**config.mk**
```make
export PLATFORM = sky130hd
export DESIGN_NAME = device_config_word_decode
export DESIGN_NICKNAME = d
export VERILOG_FILES = /design/src/rtl/device_config_word_decode.v
export VERILOG_INCLUDE_DIRS = /design/src /design/src/rtl
export SDC_FILE = /design/constraint.sdc
export NUM_CORES = 1
export LEC_CHECK = 0
export BUFFER_PORTS_ARGS = -buffer_cell sky130_fd_sc_hd__clkbuf_2
export CAP_MARGIN = 20
export CORE_ASPECT_RATIO = 0.7
export CORE_UTILIZATION = 30
export CTS_CLUSTER_DIAMETER = 200
export DETAILED_ROUTE_END_ITERATION = 10
export GPL_ROUTABILITY_DRIVEN = 0
export HOLD_SLACK_MARGIN = 0.12
export MAX_ROUTING_LAYER = met4
export RECOVER_POWER = 100
export SETUP_SLACK_MARGIN = 0.15
export SYNTH_ARGS = -nofsm -noshare
export SYNTH_HDL_FRONTEND = slang
export SYNTH_SLANG_ARGS = --single-unit
```
**constraint.sdc**
```tcl
create_clock -name sys_clk -period 2.85 [get_ports sys_clk]
set_clock_uncertainty 0.2 [all_clocks]
set_input_delay 0.4275 -clock sys_clk [delete_from_list [all_inputs] [get_ports sys_clk]]
set_output_delay 0.4275 -clock sys_clk [all_outputs]
set_load 0.01 [all_outputs]
```
**src/rtl/config_decode_defines.vh**
```
// Offsets, field positions, defaults and timing for the configuration byte decoder
// Behaviour
// - Level field 11 lowest trip, 00 highest
// - Mode 11: brown-out on, software bit ignored
// - Mode 10: on while awake, off asleep
// - Mode 01: software bit alone decides brown-out
// - Mode 00: brown-out always off
// - Power-up timer bit low means timer on
// - Power-up timer decoded apart from brown-out
// - Watchdog divide ratio is two to field
// - Watchdog bit set forces on, else software
// - Reset-pin bit picks external reset or input
// - Timer oscillator bit selects low-power operation
// - Analog bit sets port pins reset analog state
// - Debugger bit low dedicates two debug pins
// - Extended instruction bit enables indexed addressing
// - Boot size codes 1x 4K, 01 2K, 00 1K
// - Low-voltage bit permits single-supply programming entry
// - Stack fault bit makes stack faults reset
// - Code guard bit low protects its block
// - Boot and EEPROM code guards, active low
// - Write guard bit low blocks block writes
// - Guard bits clear-only; unimplemented bits read zero
`ifndef CONFIG_DECODE_DEFINES_VH
`define CONFIG_DECODE_DEFINES_VH

// Byte addresses in configuration space
`define CFG_SPACE_BASE      24'h300000
`define CFG_ADDR_BOR_PUP    24'h300002
`define CFG_ADDR_WDOG       24'h300003
`define CFG_ADDR_PIN_OSC    24'h300005
`define CFG_ADDR_CORE       24'h300006
`define CFG_ADDR_CODE_BLK   24'h300008
`define CFG_ADDR_CODE_BOOT  24'h300009
`define CFG_ADDR_WRITE_BLK  24'h30000A

// Unprogrammed values
`define CFG_DEF_BOR_PUP     8'h1F
`define CFG_DEF_WDOG        8'h1F
`define CFG_DEF_PIN_OSC     8'h82
`define CFG_DEF_CORE        8'h85
`define CFG_DEF_CODE_BLK    8'h3F
`define CFG_DEF_CODE_BOOT   8'hC0
`define CFG_DEF_WRITE_BLK   8'h3F

// Implemented bits; all others read as zero
`define CFG_IMP_BOR_PUP     8'h1F
`define CFG_IMP_WDOG        8'h1F
`define CFG_IMP_PIN_OSC     8'h86
`define CFG_IMP_CORE        8'hF5
`define CFG_IMP_CODE_BLK    8'h3F
`define CFG_IMP_CODE_BOOT   8'hC0
`define CFG_IMP_WRITE_BLK   8'h3F

// Field positions
`define POS_PUP_N           0
`define POS_BOR_MODE_LO     1
`define POS_BOR_MODE_HI     2
`define POS_BOR_LVL_LO      3
`define POS_BOR_LVL_HI      4
`define POS_WDOG_HW         0
`define POS_WDOG_DIV_LO     1
`define POS_WDOG_DIV_HI     4
`define POS_EXT_RST_SEL     7
`define POS_TMR_OSC_LP      2
`define POS_PORT_ANALOG     1
`define POS_DEBUG_N         7
`define POS_EXT_INSTR       6
`define POS_BOOT_SIZE_HI    5
`define POS_BOOT_SIZE_LO    4
`define POS_LOW_VOLT        2
`define POS_STACK_RST       0
`define POS_EEPROM_GUARD    7
`define POS_BOOT_GUARD      6

// Brown-out mode codes
`define BOR_MODE_HW         2'h3
`define BOR_MODE_HW_AWAKE   2'h2
`define BOR_MODE_SW         2'h1
`define BOR_MODE_OFF        2'h0

// Boot block sizes in words
`define BOOT_WORDS_4K       13'h1000
`define BOOT_WORDS_2K       13'h0800
`define BOOT_WORDS_1K       13'h0400

// Self-timed byte write: time in ns and derived cycle count at 10 ns
`define CFG_WRITE_TIME_NS   2000
`define CLK_PERIOD_NS       10
`define CFG_WRITE_CYCLES    ((`CFG_WRITE_TIME_NS + `CLK_PERIOD_NS - 1) / `CLK_PERIOD_NS)

`endif

```
**src/rtl/device_config_word_decode.v**
```verilog
// Configuration byte store with table access and decoded control outputs
`timescale 1ns/1ps
`include "config_decode_defines.vh"

module device_config_word_decode (
  // Clock and reset
  input  wire        sys_clk,
  input  wire        rst_n,
  input  wire        por_n,
  // Table access port
  input  wire [23:0] tbl_addr,
  input  wire        tbl_rd,
  input  wire        tbl_wr,
  input  wire [7:0]  tbl_wdata,
  output reg  [7:0]  tbl_rdata_ff,
  output reg         tbl_rvalid_ff,
  output wire        tbl_busy,
  output reg         tbl_wr_done_ff,
  // Runtime inputs from the core
  input  wire        sw_brownout_on,
  input  wire        watchdog_sw_on,
  input  wire        sleep_mode,
  input  wire        stack_fault,
  // Shared reset / input pin
  input  wire        shared_pin_in,
  // Decoded controls
  output reg  [1:0]  brownout_level_sel_ff,
  output reg         brownout_reset_on_ff,
  output reg         powerup_timer_on_ff,
  output reg  [3:0]  watchdog_divide_sel_ff,
  output reg  [15:0] watchdog_divide_ratio_ff,
  output reg         watchdog_on_ff,
  output reg         ext_reset_pin_sel_ff,
  output reg         ext_reset_req_ff,
  output reg         shared_input_pin_ff,
  output reg         timer_osc_low_power_ff,
  output reg  [4:0]  analog_select_reset_ff,
  output reg         debug_on_ff,
  output reg         ext_instr_on_ff,
  output reg  [12:0] boot_block_words_ff,
  output reg         low_volt_prog_on_ff,
  output reg         stack_fault_reset_ff,
  output reg  [5:0]  code_guard_blk_ff,
  output reg         boot_code_guard_ff,
  output reg         eeprom_code_guard_ff,
  output reg  [5:0]  write_guard_blk_ff
);

  localparam [15:0] WR_CYCLES = `CFG_WRITE_CYCLES;

  // Write engine states
  localparam [0:0] ST_IDLE  = 1'b0;
  localparam [0:0] ST_WRITE = 1'b1;

  // Configuration cells, kept across device resets
  reg [7:0]  cell_bor_ff;
  reg [7:0]  cell_wdog_ff;
  reg [7:0]  cell_pin_ff;
  reg [7:0]  cell_core_ff;
  reg [7:0]  cell_cblk_ff;
  reg [7:0]  cell_cboot_ff;
  reg [7:0]  cell_wblk_ff;

  // Settings captured while reset is held
  reg [7:0]  held_bor_ff;
  reg [7:0]  held_wdog_ff;
  reg [7:0]  held_pin_ff;
  reg [7:0]  held_core_ff;
  reg [7:0]  held_cblk_ff;
  reg [7:0]  held_cboot_ff;
  reg [7:0]  held_wblk_ff;

  // Write engine
  reg        state_ff;
  reg [15:0] wr_cnt_ff;
  reg [23:0] wr_addr_ff;
  reg [7:0]  wr_data_ff;

  // Pin synchroniser
  reg        pin_meta_ff;
  reg        pin_sync_ff;

  // Write engine next values
  reg        nxt_state;
  reg [15:0] nxt_wr_cnt;
  reg        wr_commit;

  assign tbl_busy = (state_ff == ST_WRITE);

  // Mask of implemented bits for a byte address; zero means unmapped
  function [7:0] imp_mask;
    input [23:0] a;
    begin
      if (a == `CFG_ADDR_BOR_PUP) begin
        imp_mask = `CFG_IMP_BOR_PUP;
      end else if (a == `CFG_ADDR_WDOG) begin
        imp_mask = `CFG_IMP_WDOG;
      end else if (a == `CFG_ADDR_PIN_OSC) begin
        imp_mask = `CFG_IMP_PIN_OSC;
      end else if (a == `CFG_ADDR_CORE) begin
        imp_mask = `CFG_IMP_CORE;
      end else if (a == `CFG_ADDR_CODE_BLK) begin
        imp_mask = `CFG_IMP_CODE_BLK;
      end else if (a == `CFG_ADDR_CODE_BOOT) begin
        imp_mask = `CFG_IMP_CODE_BOOT;
      end else if (a == `CFG_ADDR_WRITE_BLK) begin
        imp_mask = `CFG_IMP_WRITE_BLK;
      end else begin
        imp_mask = 8'h00;
      end
    end
  endfunction

  // Guard bytes only ever lose ones
  function is_guard;
    input [23:0] a;
    begin
      is_guard = (a == `CFG_ADDR_CODE_BLK) || (a == `CFG_ADDR_CODE_BOOT) ||
                 (a == `CFG_ADDR_WRITE_BLK);
    end
  endfunction

  // New cell value: clear-only for guards, free otherwise, unimplemented zero
  function [7:0] merge;
    input [23:0] a;
    input [7:0]  old;
    input [7:0]  d;
    begin
      if (is_guard(a)) begin
        merge = old & d & imp_mask(a);
      end else begin
        merge = d & imp_mask(a);
      end
    end
  endfunction

  // Write engine: one byte, self-timed, further writes ignored while busy
  always @* begin
    nxt_state  = state_ff;
    nxt_wr_cnt = wr_cnt_ff;
    wr_commit  = 1'b0;
    case (state_ff)
      ST_IDLE: begin
        if (tbl_wr && (imp_mask(tbl_addr) != 8'h00)) begin
          nxt_state  = ST_WRITE;
          nxt_wr_cnt = WR_CYCLES - 16'h0001;
        end
      end
      ST_WRITE: begin
        if (wr_cnt_ff == 16'h0000) begin
          nxt_state = ST_IDLE;
          wr_commit = 1'b1;
        end else begin
          nxt_wr_cnt = wr_cnt_ff - 16'h0001;
        end
      end
      default: begin
        nxt_state = ST_IDLE;
      end
    endcase
  end

  // Write engine registers
  always @(posedge sys_clk) begin
    if (!por_n) begin
      state_ff       <= ST_IDLE;
      wr_cnt_ff      <= 16'h0000;
      wr_addr_ff     <= 24'h000000;
      wr_data_ff     <= 8'h00;
      tbl_wr_done_ff <= 1'b0;
    end else begin
      state_ff       <= nxt_state;
      wr_cnt_ff      <= nxt_wr_cnt;
      tbl_wr_done_ff <= wr_commit;
      // Latch address and data only when a write is accepted
      if ((state_ff == ST_IDLE) && (nxt_state == ST_WRITE)) begin
        wr_addr_ff <= tbl_addr;
        wr_data_ff <= tbl_wdata;
      end
    end
  end

  // Cells: unprogrammed at power-on, updated at the end of a write
  always @(posedge sys_clk) begin
    if (!por_n) begin
      cell_bor_ff   <= `CFG_DEF_BOR_PUP;
      cell_wdog_ff  <= `CFG_DEF_WDOG;
      cell_pin_ff   <= `CFG_DEF_PIN_OSC;
      cell_core_ff  <= `CFG_DEF_CORE;
      cell_cblk_ff  <= `CFG_DEF_CODE_BLK;
      cell_cboot_ff <= `CFG_DEF_CODE_BOOT;
      cell_wblk_ff  <= `CFG_DEF_WRITE_BLK;
    end else if (wr_commit) begin
      if (wr_addr_ff == `CFG_ADDR_BOR_PUP) begin
        cell_bor_ff <= merge(wr_addr_ff, cell_bor_ff, wr_data_ff);
      end else if (wr_addr_ff == `CFG_ADDR_WDOG) begin
        cell_wdog_ff <= merge(wr_addr_ff, cell_wdog_ff, wr_data_ff);
      end else if (wr_addr_ff == `CFG_ADDR_PIN_OSC) begin
        cell_pin_ff <= merge(wr_addr_ff, cell_pin_ff, wr_data_ff);
      end else if (wr_addr_ff == `CFG_ADDR_CORE) begin
        cell_core_ff <= merge(wr_addr_ff, cell_core_ff, wr_data_ff);
      end else if (wr_addr_ff == `CFG_ADDR_CODE_BLK) begin
        cell_cblk_ff <= merge(wr_addr_ff, cell_cblk_ff, wr_data_ff);
      end else if (wr_addr_ff == `CFG_ADDR_CODE_BOOT) begin
        cell_cboot_ff <= merge(wr_addr_ff, cell_cboot_ff, wr_data_ff);
      end else if (wr_addr_ff == `CFG_ADDR_WRITE_BLK) begin
        cell_wblk_ff <= merge(wr_addr_ff, cell_wblk_ff, wr_data_ff);
      end
    end
  end

  // Table read: one cycle latency, unmapped reads return zero
  always @(posedge sys_clk) begin
    if (!por_n) begin
      tbl_rdata_ff  <= 8'h00;
      tbl_rvalid_ff <= 1'b0;
    end else begin
      tbl_rvalid_ff <= tbl_rd;
      if (tbl_rd) begin
        if (tbl_addr == `CFG_ADDR_BOR_PUP) begin
          tbl_rdata_ff <= cell_bor_ff;
        end else if (tbl_addr == `CFG_ADDR_WDOG) begin
          tbl_rdata_ff <= cell_wdog_ff;
        end else if (tbl_addr == `CFG_ADDR_PIN_OSC) begin
          tbl_rdata_ff <= cell_pin_ff;
        end else if (tbl_addr == `CFG_ADDR_CORE) begin
          tbl_rdata_ff <= cell_core_ff;
        end else if (tbl_addr == `CFG_ADDR_CODE_BLK) begin
          tbl_rdata_ff <= cell_cblk_ff;
        end else if (tbl_addr == `CFG_ADDR_CODE_BOOT) begin
          tbl_rdata_ff <= cell_cboot_ff;
        end else if (tbl_addr == `CFG_ADDR_WRITE_BLK) begin
          tbl_rdata_ff <= cell_wblk_ff;
        end else begin
          tbl_rdata_ff <= 8'h00;
        end
      end
    end
  end

  // Capture while reset is held; a reprogrammed byte waits for the next reset
  always @(posedge sys_clk) begin
    if (!rst_n || !por_n) begin
      held_bor_ff   <= cell_bor_ff;
      held_wdog_ff  <= cell_wdog_ff;
      held_pin_ff   <= cell_pin_ff;
      held_core_ff  <= cell_core_ff;
      held_cblk_ff  <= cell_cblk_ff;
      held_cboot_ff <= cell_cboot_ff;
      held_wblk_ff  <= cell_wblk_ff;
    end
  end

  // Two-stage synchroniser for the shared pin
  always @(posedge sys_clk) begin
    if (!rst_n) begin
      pin_meta_ff <= 1'b1;
      pin_sync_ff <= 1'b1;
    end else begin
      pin_meta_ff <= shared_pin_in;
      pin_sync_ff <= pin_meta_ff;
    end
  end

  // Decoded outputs, registered from held settings and runtime inputs
  always @(posedge sys_clk) begin
    if (!rst_n) begin
      brownout_level_sel_ff    <= 2'h0;
      brownout_reset_on_ff     <= 1'b0;
      powerup_timer_on_ff      <= 1'b0;
      watchdog_divide_sel_ff   <= 4'h0;
      watchdog_divide_ratio_ff <= 16'h0001;
      watchdog_on_ff           <= 1'b0;
      ext_reset_pin_sel_ff     <= 1'b0;
      ext_reset_req_ff         <= 1'b0;
      shared_input_pin_ff      <= 1'b0;
      timer_osc_low_power_ff   <= 1'b0;
      analog_select_reset_ff   <= 5'h00;
      debug_on_ff              <= 1'b0;
      ext_instr_on_ff          <= 1'b0;
      boot_block_words_ff      <= 13'h0000;
      low_volt_prog_on_ff      <= 1'b0;
      stack_fault_reset_ff     <= 1'b0;
      code_guard_blk_ff        <= 6'h00;
      boot_code_guard_ff       <= 1'b0;
      eeprom_code_guard_ff     <= 1'b0;
      write_guard_blk_ff       <= 6'h00;
    end else begin
      // Level code passes straight through: 11 lowest, 00 highest trip
      brownout_level_sel_ff <= held_bor_ff[`POS_BOR_LVL_HI:`POS_BOR_LVL_LO];
      case (held_bor_ff[`POS_BOR_MODE_HI:`POS_BOR_MODE_LO])
        `BOR_MODE_HW:       brownout_reset_on_ff <= 1'b1;
        `BOR_MODE_HW_AWAKE: brownout_reset_on_ff <= ~sleep_mode;
        `BOR_MODE_SW:       brownout_reset_on_ff <= sw_brownout_on;
        default:            brownout_reset_on_ff <= 1'b0;
      endcase
      // Own bit only, no brown-out term
      powerup_timer_on_ff <= ~held_bor_ff[`POS_PUP_N];
      watchdog_divide_sel_ff <= held_wdog_ff[`POS_WDOG_DIV_HI:`POS_WDOG_DIV_LO];
      watchdog_divide_ratio_ff <=
        16'h0001 << held_wdog_ff[`POS_WDOG_DIV_HI:`POS_WDOG_DIV_LO];
      watchdog_on_ff <= held_wdog_ff[`POS_WDOG_HW] | watchdog_sw_on;
      // Pin goes either to the reset logic or to the port, never both
      ext_reset_pin_sel_ff <= held_pin_ff[`POS_EXT_RST_SEL];
      ext_reset_req_ff     <= held_pin_ff[`POS_EXT_RST_SEL] & ~pin_sync_ff;
      shared_input_pin_ff  <= ~held_pin_ff[`POS_EXT_RST_SEL] & pin_sync_ff;
      timer_osc_low_power_ff <= held_pin_ff[`POS_TMR_OSC_LP];
      analog_select_reset_ff <= {5{held_pin_ff[`POS_PORT_ANALOG]}};
      debug_on_ff     <= ~held_core_ff[`POS_DEBUG_N];
      ext_instr_on_ff <= held_core_ff[`POS_EXT_INSTR];
      if (held_core_ff[`POS_BOOT_SIZE_HI]) begin
        boot_block_words_ff <= `BOOT_WORDS_4K;
      end else if (held_core_ff[`POS_BOOT_SIZE_LO]) begin
        boot_block_words_ff <= `BOOT_WORDS_2K;
      end else begin
        boot_block_words_ff <= `BOOT_WORDS_1K;
      end
      low_volt_prog_on_ff  <= held_core_ff[`POS_LOW_VOLT];
      stack_fault_reset_ff <= held_core_ff[`POS_STACK_RST] & stack_fault;
      // Guards are active high here: a cleared cell bit means protected
      code_guard_blk_ff    <= ~held_cblk_ff[5:0];
      boot_code_guard_ff   <= ~held_cboot_ff[`POS_BOOT_GUARD];
      eeprom_code_guard_ff <= ~held_cboot_ff[`POS_EEPROM_GUARD];
      write_guard_blk_ff   <= ~held_wblk_ff[5:0];
    end
  end

endmodule

```
[Word-level counts from Yosys, hierarchy flattened]
Cells that the tools add are included.
Cells by class
  $add $sub $neg: 1
  $mul: 0
  divide/modulo/power cells: 0
  magnitude comparators: 0
  equal/unequal tests: 19
  shifts and indexed selects: 1
  muxes and demuxes: 127
  bitwise operators: 42
  reduce and logical (&&, ||, !) cells: 18
Operators with widths (count)
  8-bit two-way mux: 115
  24-bit by 22-bit equality test with 1-bit output, second input constant: 14
  8-bit bitwise AND: 21
  16-bit two-way mux: 2
  16-bit one-hot mux with 2 select lines: 1
  16-bit logical NOT: 1
  1-bit by 4-bit left shift with 16-bit output, first input constant: 1
  16-bit by 1-bit subtractor with 16-bit output, second input constant: 1
  1-bit inverter: 15
  13-bit two-way mux: 1
  12-bit two-way mux: 1
  6-bit inverter: 2
  8-bit AND reduction: 1
  8-bit nonzero test: 1
  7-bit AND reduction: 1
  6-bit two-way mux: 1
  6-bit AND reduction: 1
  5-bit AND reduction: 1
  2-bit equality test, second input constant: 2
  1-bit two-way mux: 4
  2-bit inequality test, second input constant: 2
  2-bit AND reduction: 2
  4-bit AND reduction: 1
  1-bit bitwise AND: 3
  other kinds (9): 13
Word-level totals
  bits in registers: 224
  latch bits: 0
  bits in writable memories: 0
  bits in read-only memories: 0
  output and inout bits: 76
  logic and storage cells: 252
  memories: 0

[Longest topological paths before layout]
Gate-level depths: netlist of the first run.
  depth after elaboration: 15
  depth in mapped cells: 9

[Worst setup path after synthesis of the first run]
No wires, ideal clock.
  kind: register to register
  start: reg wr_cnt_ff[0]
  end: reg cell_bor_ff[0]
  library setup time: 0.129 ns
  arrival time: 2.499 ns
  required time: 2.521 ns
  path slack: 0.022 ns
  stages on the path, launching flop included: 10
  buffers on the path: 2
  period minus slack after synthesis: 2.828 ns
  path through: dfxtp_1 > inv_1 > ha_1 > or4b_2 > or4_4 > buf_6 > buf_6 > nor4_4 > mux2i_1 > nand2_1
Between the ends
  cells in the longest elaborated chain, start to end: 4
RTL lines
  from (decl): line device_config_word_decode.v:75  | reg [15:0] wr_cnt_ff;
  from (signal assigned): line device_config_word_decode.v:173  | wr_cnt_ff <= nxt_wr_cnt;
  16-bit logical NOT: line device_config_word_decode.v:150  | if (wr_cnt_ff == 16'h0000) begin
  1-bit two-way mux: line device_config_word_decode.v:150
  1-bit two-way mux: line device_config_word_decode.v:142  | case (state_ff)
  2-bit AND reduction (no source line)
  to (signal assigned): line device_config_word_decode.v:186  | cell_bor_ff <= `CFG_DEF_BOR_PUP;
  to (signal assigned): line device_config_word_decode.v:195  | cell_bor_ff <= merge(wr_addr_ff, cell_bor_ff, wr_data_ff);
  to (decl): line device_config_word_decode.v:56  | reg [7:0] cell_bor_ff;
No other way between the ends.
A chain may end at the register's enable or synchronous reset.

[Final worst setup path of the first run]
  start: reg wr_cnt_ff[0]
  end: reg cell_wblk_ff[1]
Between the ends
  cells in the longest elaborated chain, start to end: 4
RTL lines
  16-bit logical NOT: line device_config_word_decode.v:150
  1-bit two-way mux: line device_config_word_decode.v:150
  1-bit two-way mux: line device_config_word_decode.v:142
  8-bit AND reduction (no source line)
  to (signal assigned): line device_config_word_decode.v:192  | cell_wblk_ff <= `CFG_DEF_WRITE_BLK;
  to (signal assigned): line device_config_word_decode.v:207  | cell_wblk_ff <= merge(wr_addr_ff, cell_wblk_ff, wr_data_ff);
  to (decl): line device_config_word_decode.v:62  | reg [7:0] cell_wblk_ff;
No other way between the ends.

==> results.json, run 1 <==
{
  "final_common_cell": "dfxtp_1",
  "drv_cap": 0,
  "syn_area_um2": 6417,
  "syn2layout_area_growth_pct": 23.05,
  "grt_pass1_vias": 4298,
  "critPathMaxFanout": 7,
  "h-tree-depth": 4,
  "fin_nets": 770,
  "crit_path_cell_trace": "inv_2 > ha_4 > or4b_1 > or4_4 > or4_4 > o21ai_0 > nand2_1",
  "worst_slack_ns": 0.1210,
  "critPathSlowestCell": "or4_4",
  "setup_tns_ns": 0,
  "synth_seq_cells": 178,
  "drt-initial-drc-count": 283,
  "fmax_ghz": 0.3664,
  "cts_made_buffers": 17,
  "arrival_ns": 2.80,
  "critPathBufInv": 1,
  "syn-mean-instance-area_um2": 10.77,
  "io_buffers": 107,
  "grt_remaining_overflow": 0,
  "clock-root-buffer": "clkbuf_16",
  "ys_warn_count": 0,
  "path_class": "reg -> reg",
  "min_period_over_period": 0.9576,
  "synth_edf_count": 33,
  "synth_largest_area_cell": "dfxtp_1",
  "ant_nets": 0,
  "cts_sinks": 178,
  "start_kind": "register",
  "setup_violations": 0,
  "insertion_delay_ns": 0.42,
  "dp_hpwl_um": 10360,
  "cts_tree": "yes",
  "wirelength_um": 14560,
  "ys_types": 50,
  "p_leak_uw": 0.002911,
  "critPathMostFrequentCell": "or4_4",
  "finalHoldViolCount": 0,
  "drive_above_1_share": 0.1514,
  "timing.final.crit_period_ns": 2.729,
  "fp.dieW_um": 176.8,
  "powerDensity_nw_per_um2": 640.0,
  "die_area_um2": 21990,
  "p_total_uw": 5054,
  "clk_pin_slew_worst_paths_ns": 0.07,
  "seq_area_frac_synth": 0.6067,
  "yosys-top-cells-area": "dfxtp_1 (45%), edfxtp_1 (15%), nand2_1 (4.5%)",
  "fp-row-count": 44,
  "clockBufferDepth": 2,
  "rsz0062_at_grt": "yes",
  "slew_violations": 0,
  "core_um2": 20870,
  "async_reset_ff_frac": 0,
  "endpoint_kind": "register",
  "n_fill_cell": 2111,
  "ir_drop_mv": 0.4072,
  "start_util": 0.3076,
  "wl_per_cell_um": 14.33,
  "synth_ff_type": "dfxtp_1",
  "fin_hold_ws_ns": 0.1506,
  "path_delay_family": "simple AND/OR/NAND/NOR gates",
  "syn_inst": 596,
  "die_y_um": 124.4,
  "layout_common_cells": "dfxtp_1 (143), clkbuf_1 (79), nand2_1 (77)",
  "ios": 118,
  "viasPerCell": 4.597,
  "critPathRequiredTime_ns": 2.92,
  "dr.pass1.iters": 5,
  "slew_headroom": 0.2807,
  "grtUsageTotal": 0.1413,
  "drc": 0,
  "worst_pin_slew_ns": 1.079,
  "grt_pass1_wl_um": 23230,
  "dp_slack_ns": 0.09635,
  "grt_antenna_before_repair": 0,
  "grt_max_degree": 34,
  "r2r_slack_ns": 0.12,
  "hp-class": "in -> reg",
  "status": "completed",
  "vias": 4671,
  "yosys.area.top_type_share": 0.4523,
  "diodes": 0,
  "max_stage_delay_ns": 0.65
}
-- Yosys cell counts, types with 10 or more instances --
| library cell | count |
|---|---|
| o21ai_0 | 11 |
| mux2i_1 | 23 |
| nor2_1 | 33 |
| buf_4 | 14 |
| nor4_1 | 10 |
| nand3_1 | 15 |
| and2_1 | 13 |
| a21oi_1 | 23 |
| o21ai_1 | 12 |
| dfxtp_1 | 145 |
| nor2b_1 | 21 |
| nand2_1 | 77 |
| clkbuf_1 | 25 |
| and3_1 | 21 |
| nor3_1 | 17 |
| nand2b_1 | 12 |
| edfxtp_1 | 33 |
-- stage by stage --
stage | std cells | util | cell area, um^2
3_3_place_gp | 970 | 0.3501 | 7306
5_1_grt | 1016 | 0.3784 | 7896
2_1_floorplan | 605 | - | 6470
3_5_place_dp | 970 | 0.3501 | 7306
6_report | 1016 | 0.3784 | 7896
4_1_cts | 1014 | 0.3834 | 7999
-- area by class of cell --
| class | count | area, um^2 | share of cell area |
|---|---|---|---|
| Tap cell | 276 | 345.3 | 0.04373 |
| Clock buffer | 21 | 470.5 | 0.05958 |
| Clock inverter | 11 | 102.6 | 0.01299 |
| Multi-Input combinational cell | 378 | 2325 | 0.2944 |
| Timing Repair Buffer | 145 | 728.2 | 0.09222 |
| Inverter | 7 | 26.28 | 0.003328 |
| Sequential cell | 178 | 3899 | 0.4937 |
-- report_power, final --
group | switching (uW) | total, uW | internal [uW]
sequential | 16.8 | 2620 | 2600
clock | 958 | 2240 | 1280
combinational | 119 | 197 | 78.0
-- what timing repair did --
action                                  4_1_cts  5_1_grt
hold buffers                                 12        0
setup buffers                                 0        2
pin swaps                                     1        5
hold endpoints to repair                     12        0
endpoints found under the setup margin       13       14
gates resized for setup                       0        9
-- routing by layer --
metal | global-route usage | routed length [um]
met1 | 0.2000 | 7403
met2 | 0.1928 | 6182
met3 | 0.03816 | 828
met4 | 0.04462 | 150
met5 | - | 0
-- sequential cells by signal, indices dropped and copies added (netlist names), 8 cells and up --
signal and count:
tbl_rdata_ff 8, wr_data_ff 8, watchdog_divide_ratio_ff 16, wr_cnt_ff 16
wr_addr_ff 24
-- kinds of logic (layout without fill, tap and decap cells) --
logic type / after synthesis / in the layout / share of synthesized area
flops: 178 / 178 / 0.6067
simple gates: 262 / 262 / 0.2291
xor+xnor: 8 / 8 / 0.01092
other cells: 1 / 10 / 0.0005843
compound gates: 66 / 66 / 0.06161
fa+ha+maj: 1 / 1 / 0.001949
mux: 31 / 31 / 0.04991
buf+inv: 49 / 184 / 0.03919
-- final timing paths --
path                                    from                             to  cells past startpoint
hold reg to reg   held_cboot_ff[6]$_DFFE_PP_  boot_code_guard_ff$_SDFF_PN0_                      1
setup / recovery   wr_cnt_ff[0]$_SDFFE_PN0P_   cell_wblk_ff[1]$_SDFFE_PN1P_                      7
hold / removal                        tbl_rd   tbl_rdata_ff[2]$_SDFFE_PN0P_                      3
setup reg to reg   wr_cnt_ff[0]$_SDFFE_PN0P_   cell_wblk_ff[1]$_SDFFE_PN1P_                      7
-- worst reg2reg max path, delay by kind of cell, from the launching register on --
family                     cells  cell delay, ns
AOI/OAI and AO/OA              1            0.17
adders and majority gates      1            0.13
buffers and inverters          1            0.06
DFF                            1            0.36
and+or+nand+nor                4            1.66
Power figures use the tool's default switching activity.
==> inputs of run 2 (changes only) <==
--- a/config.mk
+++ b/config.mk
@@ -16,6 +16,7 @@
 export HOLD_SLACK_MARGIN = 0.12
 export MAX_ROUTING_LAYER = met4
 export RECOVER_POWER = 100
+export REMOVE_ABC_BUFFERS = 1
 export SETUP_SLACK_MARGIN = 0.15
 export SYNTH_ARGS = -nofsm -noshare
 export SYNTH_HDL_FRONTEND = slang
==> run 2 against run 1 <==
Power rose by 2.1%. Cell count rose by 0.30%. Die area did not move. Clock power rose by 4%. Via count rose by 1.8%. Sequential power barely moved. Critical path depth fell by 2. Highest routed layer unchanged. Fmax rose by 0.82%. Non-clock buffer count rose by 3. Hold slack improved by 0.00066 ns. Combinational power rose by 3%. Register-to-register slack improved by 0.02 ns.
==> results.json, run 2 (synthesis gave the netlist of run 1 again) <==
{
  "status": "completed",
  "worst_pin_slew_ns": 1.103,
  "start_kind": "register",
  "critPathMostFrequentCell": "or4_4",
  "reg.largest.list": "wr_addr_ff x24, watchdog_divide_ratio_ff x16, wr_cnt_ff x16",
  "drt-initial-drc-count": 355,
  "fp.dieW_um": 176.8,
  "drive_above_1_share": 0.1548,
  "hp-class": "in -> reg",
  "clk_pin_slew_worst_paths_ns": 0.08,
  "powerDensity_nw_per_um2": 648.7,
  "critPathRequiredTime_ns": 2.96,
  "clockBufferDepth": 2,
  "fmax_ghz": 0.3694,
  "endpoint_kind": "register",
  "h-tree-depth": 4,
  "timing.final.crit_period_ns": 2.707,
  "path_class": "reg -> reg",
  "rsz0062_at_grt": "yes",
  "path_delay_family": "simple AND/OR/NAND/NOR gates",
  "viasPerCell": 4.664,
  "layout_common_cells": "dfxtp_1 (143), nand2_1 (77), clkbuf_1 (77)",
  "fin_hold_ws_ns": 0.1513,
  "finalHoldViolCount": 0,
  "final_common_cell": "dfxtp_1",
  "drc": 0,
  "die_y_um": 124.4,
  "ir_drop_mv": 0.4032,
  "io_buffers": 107,
  "diodes": 0,
  "cts_sinks": 178,
  "critPathBufInv": 0,
  "max_stage_delay_ns": 0.63,
  "crit_path_cell_trace": "or4_4 > or4_4 > or4_4 > o21ai_0 > nand2_1",
  "core_um2": 20870,
  "grt_max_degree": 29,
  "insertion_delay_ns": 0.43,
  "wl_per_cell_um": 14.63,
  "grt_pass1_vias": 4395,
  "critPathSlowestCell": "or4_4",
  "setup_violations": 0,
  "slew_violations": 0,
  "dp_hpwl_um": 10460,
  "slew_headroom": 0.2647,
  "critical_path_depth": 5,
  "min_period_over_period": 0.9498,
  "grtUsageTotal": 0.1420,
  "post-route-util": 0.3813,
  "start_util": 0.3076,
  "fin_cells": 1019,
  "ios": 118,
  "fin_nets": 773,
  "cts_tree": "yes",
  "clock-root-buffer": "clkbuf_16",
  "p_leak_uw": 0.002932,
  "grt_pass1_wl_um": 23540,
  "grt_antenna_before_repair": 0,
  "arrival_ns": 2.81,
  "ant_nets": 0,
  "drv_cap": 0,
  "vias": 4753,
  "worstHoldPathCells": 4,
  "cts_made_buffers": 17,
  "critPathMaxFanout": 7,
  "grt_remaining_overflow": 0,
  "fp-row-count": 44,
  "r2r_cells": 5,
  "syn2layout_area_growth_pct": 23.98,
  "p_total_uw": 5161,
  "die_area_um2": 21990,
  "dr.pass1.iters": 6,
  "largest_reg_flops": 24,
  "dp_cells": 971,
  "setup_tns_ns": 0,
  "wirelength_um": 14910,
  "top_register": "wr_addr_ff"
}
-- run 2: cell count changes in the layout (fill, tap and decap cells not counted), moves of 2 or more --
cell	before	now
buf_4	11	15
clkbuf_8	3	0
o21ai_0	13	21
clkinv_8	0	3
o21ai_2	5	2
o21ai_1	5	0
inv_8	0	6
buf_6	2	0
clkbuf_1	79	77
clkinv_2	4	0
-- run 2: final cells by class --
cell class                 count  area, um^2
sequential                   178        3896
timing repair buffer         148       757.0
tap                          276       345.3
clock inverter                15       176.4
inverter                       7       26.28
fill                        2099       12910
clock buffer                  17       425.4
multi-input combinational    378        2330
-- run 2: worst paths after layout --
| check | start | endpoint | slack, ns |
|---|---|---|---|
| hold reg to reg | held_bor_ff[0]$_DFFE_PP_ | powerup_timer_on_ff$_SDFF_PN0_ | 0.19 |
| hold / removal | sleep_mode | brownout_reset_on_ff$_SDFF_PN0_ | 0.15 |
| setup / recovery | wr_cnt_ff[11]$_SDFFE_PN0P_ | cell_wblk_ff[5]$_SDFFE_PN1P_ | 0.14 |
| setup reg to reg | wr_cnt_ff[11]$_SDFFE_PN0P_ | cell_wblk_ff[5]$_SDFFE_PN1P_ | 0.14 |
-- run 2: layer usage --
layer / GRT usage / wire [um] / vias to the layer above
li1: - / - / 2351
met1: 0.2017 / 7604 / 2237
met2: 0.1965 / 6271 / 152
met3: 0.03663 / 884 / 13
met4: 0.04057 / 148 / 0
met5: - / 0 / -
-- run 2: tightest hold or removal path, stage by stage --
cell	delay, ns
clkbuf_2	0.08
inv_1	0.03
o21ai_0	0.12
a21boi_0	0.07
-- run 2: repair_timing --
item	in CTS	in global routing
hold endpoints to repair	12	0
endpoints found under the setup margin	31	28
resized for setup	9	8
pin swaps	7	5
buffers inserted	1	3
hold buffers	12	0
-- run 2: power by group --
part           internal [uW]  total (uW)  switching (uW)
clock network           1200        2340            1140
logic                   80.5         202             122
registers               2600        2620            17.4
total                   3880        5160            1280
-- run 2: metrics by stage --
step / setup slack (ns) / area, um^2
floorplan: 0.08631 / 6226
global placement: 0.07524 / 7307
detailed placement: 0.01008 / 7307
CTS: 0.1519 / 8069
global route: 0.05690 / 7956
finish: 0.1432 / 7956
==> inputs of run 3 (changes only) <==
--- a/config.mk
+++ b/config.mk
@@ -17,7 +17,6 @@
 export MAX_ROUTING_LAYER = met4
 export RECOVER_POWER = 100
 export REMOVE_ABC_BUFFERS = 1
-export SETUP_SLACK_MARGIN = 0.15
 export SYNTH_ARGS = -nofsm -noshare
 export SYNTH_HDL_FRONTEND = slang
 export SYNTH_SLANG_ARGS = --single-unit
==> run 3 against run 2 <==
First-iteration DRC count down 19%. Combinational power about the same. Fmax down 1.4%. Sequential cell count is the same. Power about the same. Core utilization decreased by 0.16 points. Register-to-register slack got worse by 0.04 ns. Cell count down 0.29%. Critical endpoint is now cell_wblk_ff[1]$_SDFFE_PN1P_. Highest routed layer unchanged.
==> results.json, run 3 (synthesis gave the netlist of run 1 again) <==
{
  "cts_tree": "yes",
  "insertion_delay_ns": 0.43,
  "min_period_over_period": 0.9632,
  "fp-row-count": 44,
  "ios": 118,
  "vias": 4722,
  "layout_common_cells": "dfxtp_1 (144), nand2_1 (77), clkbuf_1 (74)",
  "fp.dieW_um": 176.8,
  "dp_slack_ns": 0.01008,
  "grt_remaining_overflow": 0,
  "cts_made_buffers": 17,
  "timing.final.crit_period_ns": 2.745,
  "p_sw_frac": 0.2484,
  "slew_headroom": 0.2548,
  "fin_nets": 770,
  "rsz0062_at_grt": "no",
  "fmax_ghz": 0.3643,
  "crit_path_cell_trace": "inv_2 > ha_4 > or4b_2 > or4_4 > or4_4 > o21ai_0 > nand2_1",
  "critPathMostFrequentCell": "or4_4",
  "setup_violations": 0,
  "wirelength_um": 14770,
  "p_leak_uw": 0.002922,
  "top_register": "wr_addr_ff",
  "endpoint_kind": "register",
  "largest_reg_flops": 24,
  "cts_sinks": 178,
  "arrival_ns": 2.85,
  "status": "completed",
  "grt_use_met3": 0.03663,
  "hp-class": "in -> reg",
  "h-tree-depth": 4,
  "ir_drop_mv": 0.4016,
  "internal_power_uw": 3879,
  "worst_slack_ns": 0.1050,
  "drc": 0,
  "fin_hold_ws_ns": 0.1518,
  "path_class": "reg -> reg",
  "ant_nets": 0,
  "p_total_uw": 5161,
  "grt-busiest-layer": "met1",
  "max_stage_delay_ns": 0.58,
  "powerDensity_nw_per_um2": 651.4,
  "drive_above_1_share": 0.1514,
  "wl_per_cell_um": 14.54,
  "drt-initial-drc-count": 287,
  "syn2layout_area_growth_pct": 23.45,
  "final_common_cell": "dfxtp_1",
  "critPathSlowestCell": "or4b_2",
  "grt_max_degree": 29,
  "clockBufferDepth": 2,
  "dp_hpwl_um": 10460,
  "power_frac_seq": 0.507,
  "viasPerCell": 4.648,
  "grt_pass1_wl_um": 23470,
  "start_util": 0.3076,
  "p_sw_uw": 1282,
  "grt_pass1_vias": 4381,
  "pwr-share-clk": 0.454,
  "core_um2": 20870,
  "met1_usage": 0.2015,
  "finalHoldViolCount": 0,
  "diodes": 0,
  "grt_use_met2": 0.1952,
  "die_y_um": 124.4,
  "grt_antenna_before_repair": 0,
  "worst_pin_slew_ns": 1.118,
  "n_fill_cell": 2094,
  "grtUsageTotal": 0.1416,
  "die_area_um2": 21990,
  "setup_tns_ns": 0,
  "io_buffers": 107,
  "reg.largest.list": "wr_addr_ff x24, watchdog_divide_ratio_ff x16, wr_cnt_ff x16",
  "drv_cap": 0,
  "combPwrFrac": 0.039,
  "critPathRequiredTime_ns": 2.96,
  "slew_violations": 0,
  "dr.pass1.iters": 5,
  "clock-root-buffer": "clkbuf_16",
  "start_kind": "register",
  "clk_pin_slew_worst_paths_ns": 0.08,
  "critPathMaxFanout": 7
}
## run 3: metrics by stage
step | cells | utilization | cell area (um^2)
3_5_place_dp | 971 | 0.3502 | 7307
2_1_floorplan | 563 | - | 6226
4_1_cts | 1016 | 0.3865 | 8065
5_1_grt | 1016 | 0.3797 | 7923
6_report | 1016 | 0.3797 | 7923
3_3_place_gp | 971 | 0.3502 | 7307
## run 3: final timing paths
path	from	to	slack, ns	cells past startpoint
hold reg to reg	held_bor_ff[0]$_DFFE_PP_	powerup_timer_on_ff$_SDFF_PN0_	0.19	1
setup reg to reg	wr_cnt_ff[1]$_SDFFE_PN0P_	cell_wblk_ff[1]$_SDFFE_PN1P_	0.11	7
hold / removal	sleep_mode	brownout_reset_on_ff$_SDFF_PN0_	0.15	4
setup / recovery	wr_cnt_ff[1]$_SDFFE_PN0P_	cell_wblk_ff[1]$_SDFFE_PN1P_	0.11	7
## run 3: metal layers
metal,up-vias,part of all wire
li1,2342,-
met1,2215,0.51
met2,154,0.42
met3,11,0.061
met4,0,0.0096
met5,-,0
## run 3: area by class of cell
cell class                      instances  area (um^2)  area share
Tap cell                              276        345.3     0.04359
Timing Repair Buffer                  145        735.7     0.09286
Multi-Input combinational cell        378         2318      0.2926
Clock inverter                         15        176.4     0.02227
Clock buffer                           17        425.4     0.05370
Inverter                                7        26.28    0.003316
Sequential cell                       178         3895      0.4916
## run 3: worst max-delay path: cells and delay by family, from the launching register on
kind	cells	cell delay, ns
simple gates	4	1.70
compound gates	1	0.19
buf+inv	1	0.06
fa+ha+maj	1	0.15
flops	1	0.33
## run 3: power groups by stage
stage                     clock [uW]  combinational, uW  sequential [uW]
after CTS                       2390                214             2620
final                           2340                201             2620
after detailed placement           0                201             2680
after floorplan                    0               67.2             2690
after global routing            2510                221             2620
after global placement             0                200             2680
## run 3: timing repair
action	CTS	global route
pin swaps	7	1
cloned	0	0
endpoints found under the setup margin	9	26
endpoints found under the hold margin	12	0
gates resized for setup	8	0
hold buffers	12	0
buffers inserted	1	0
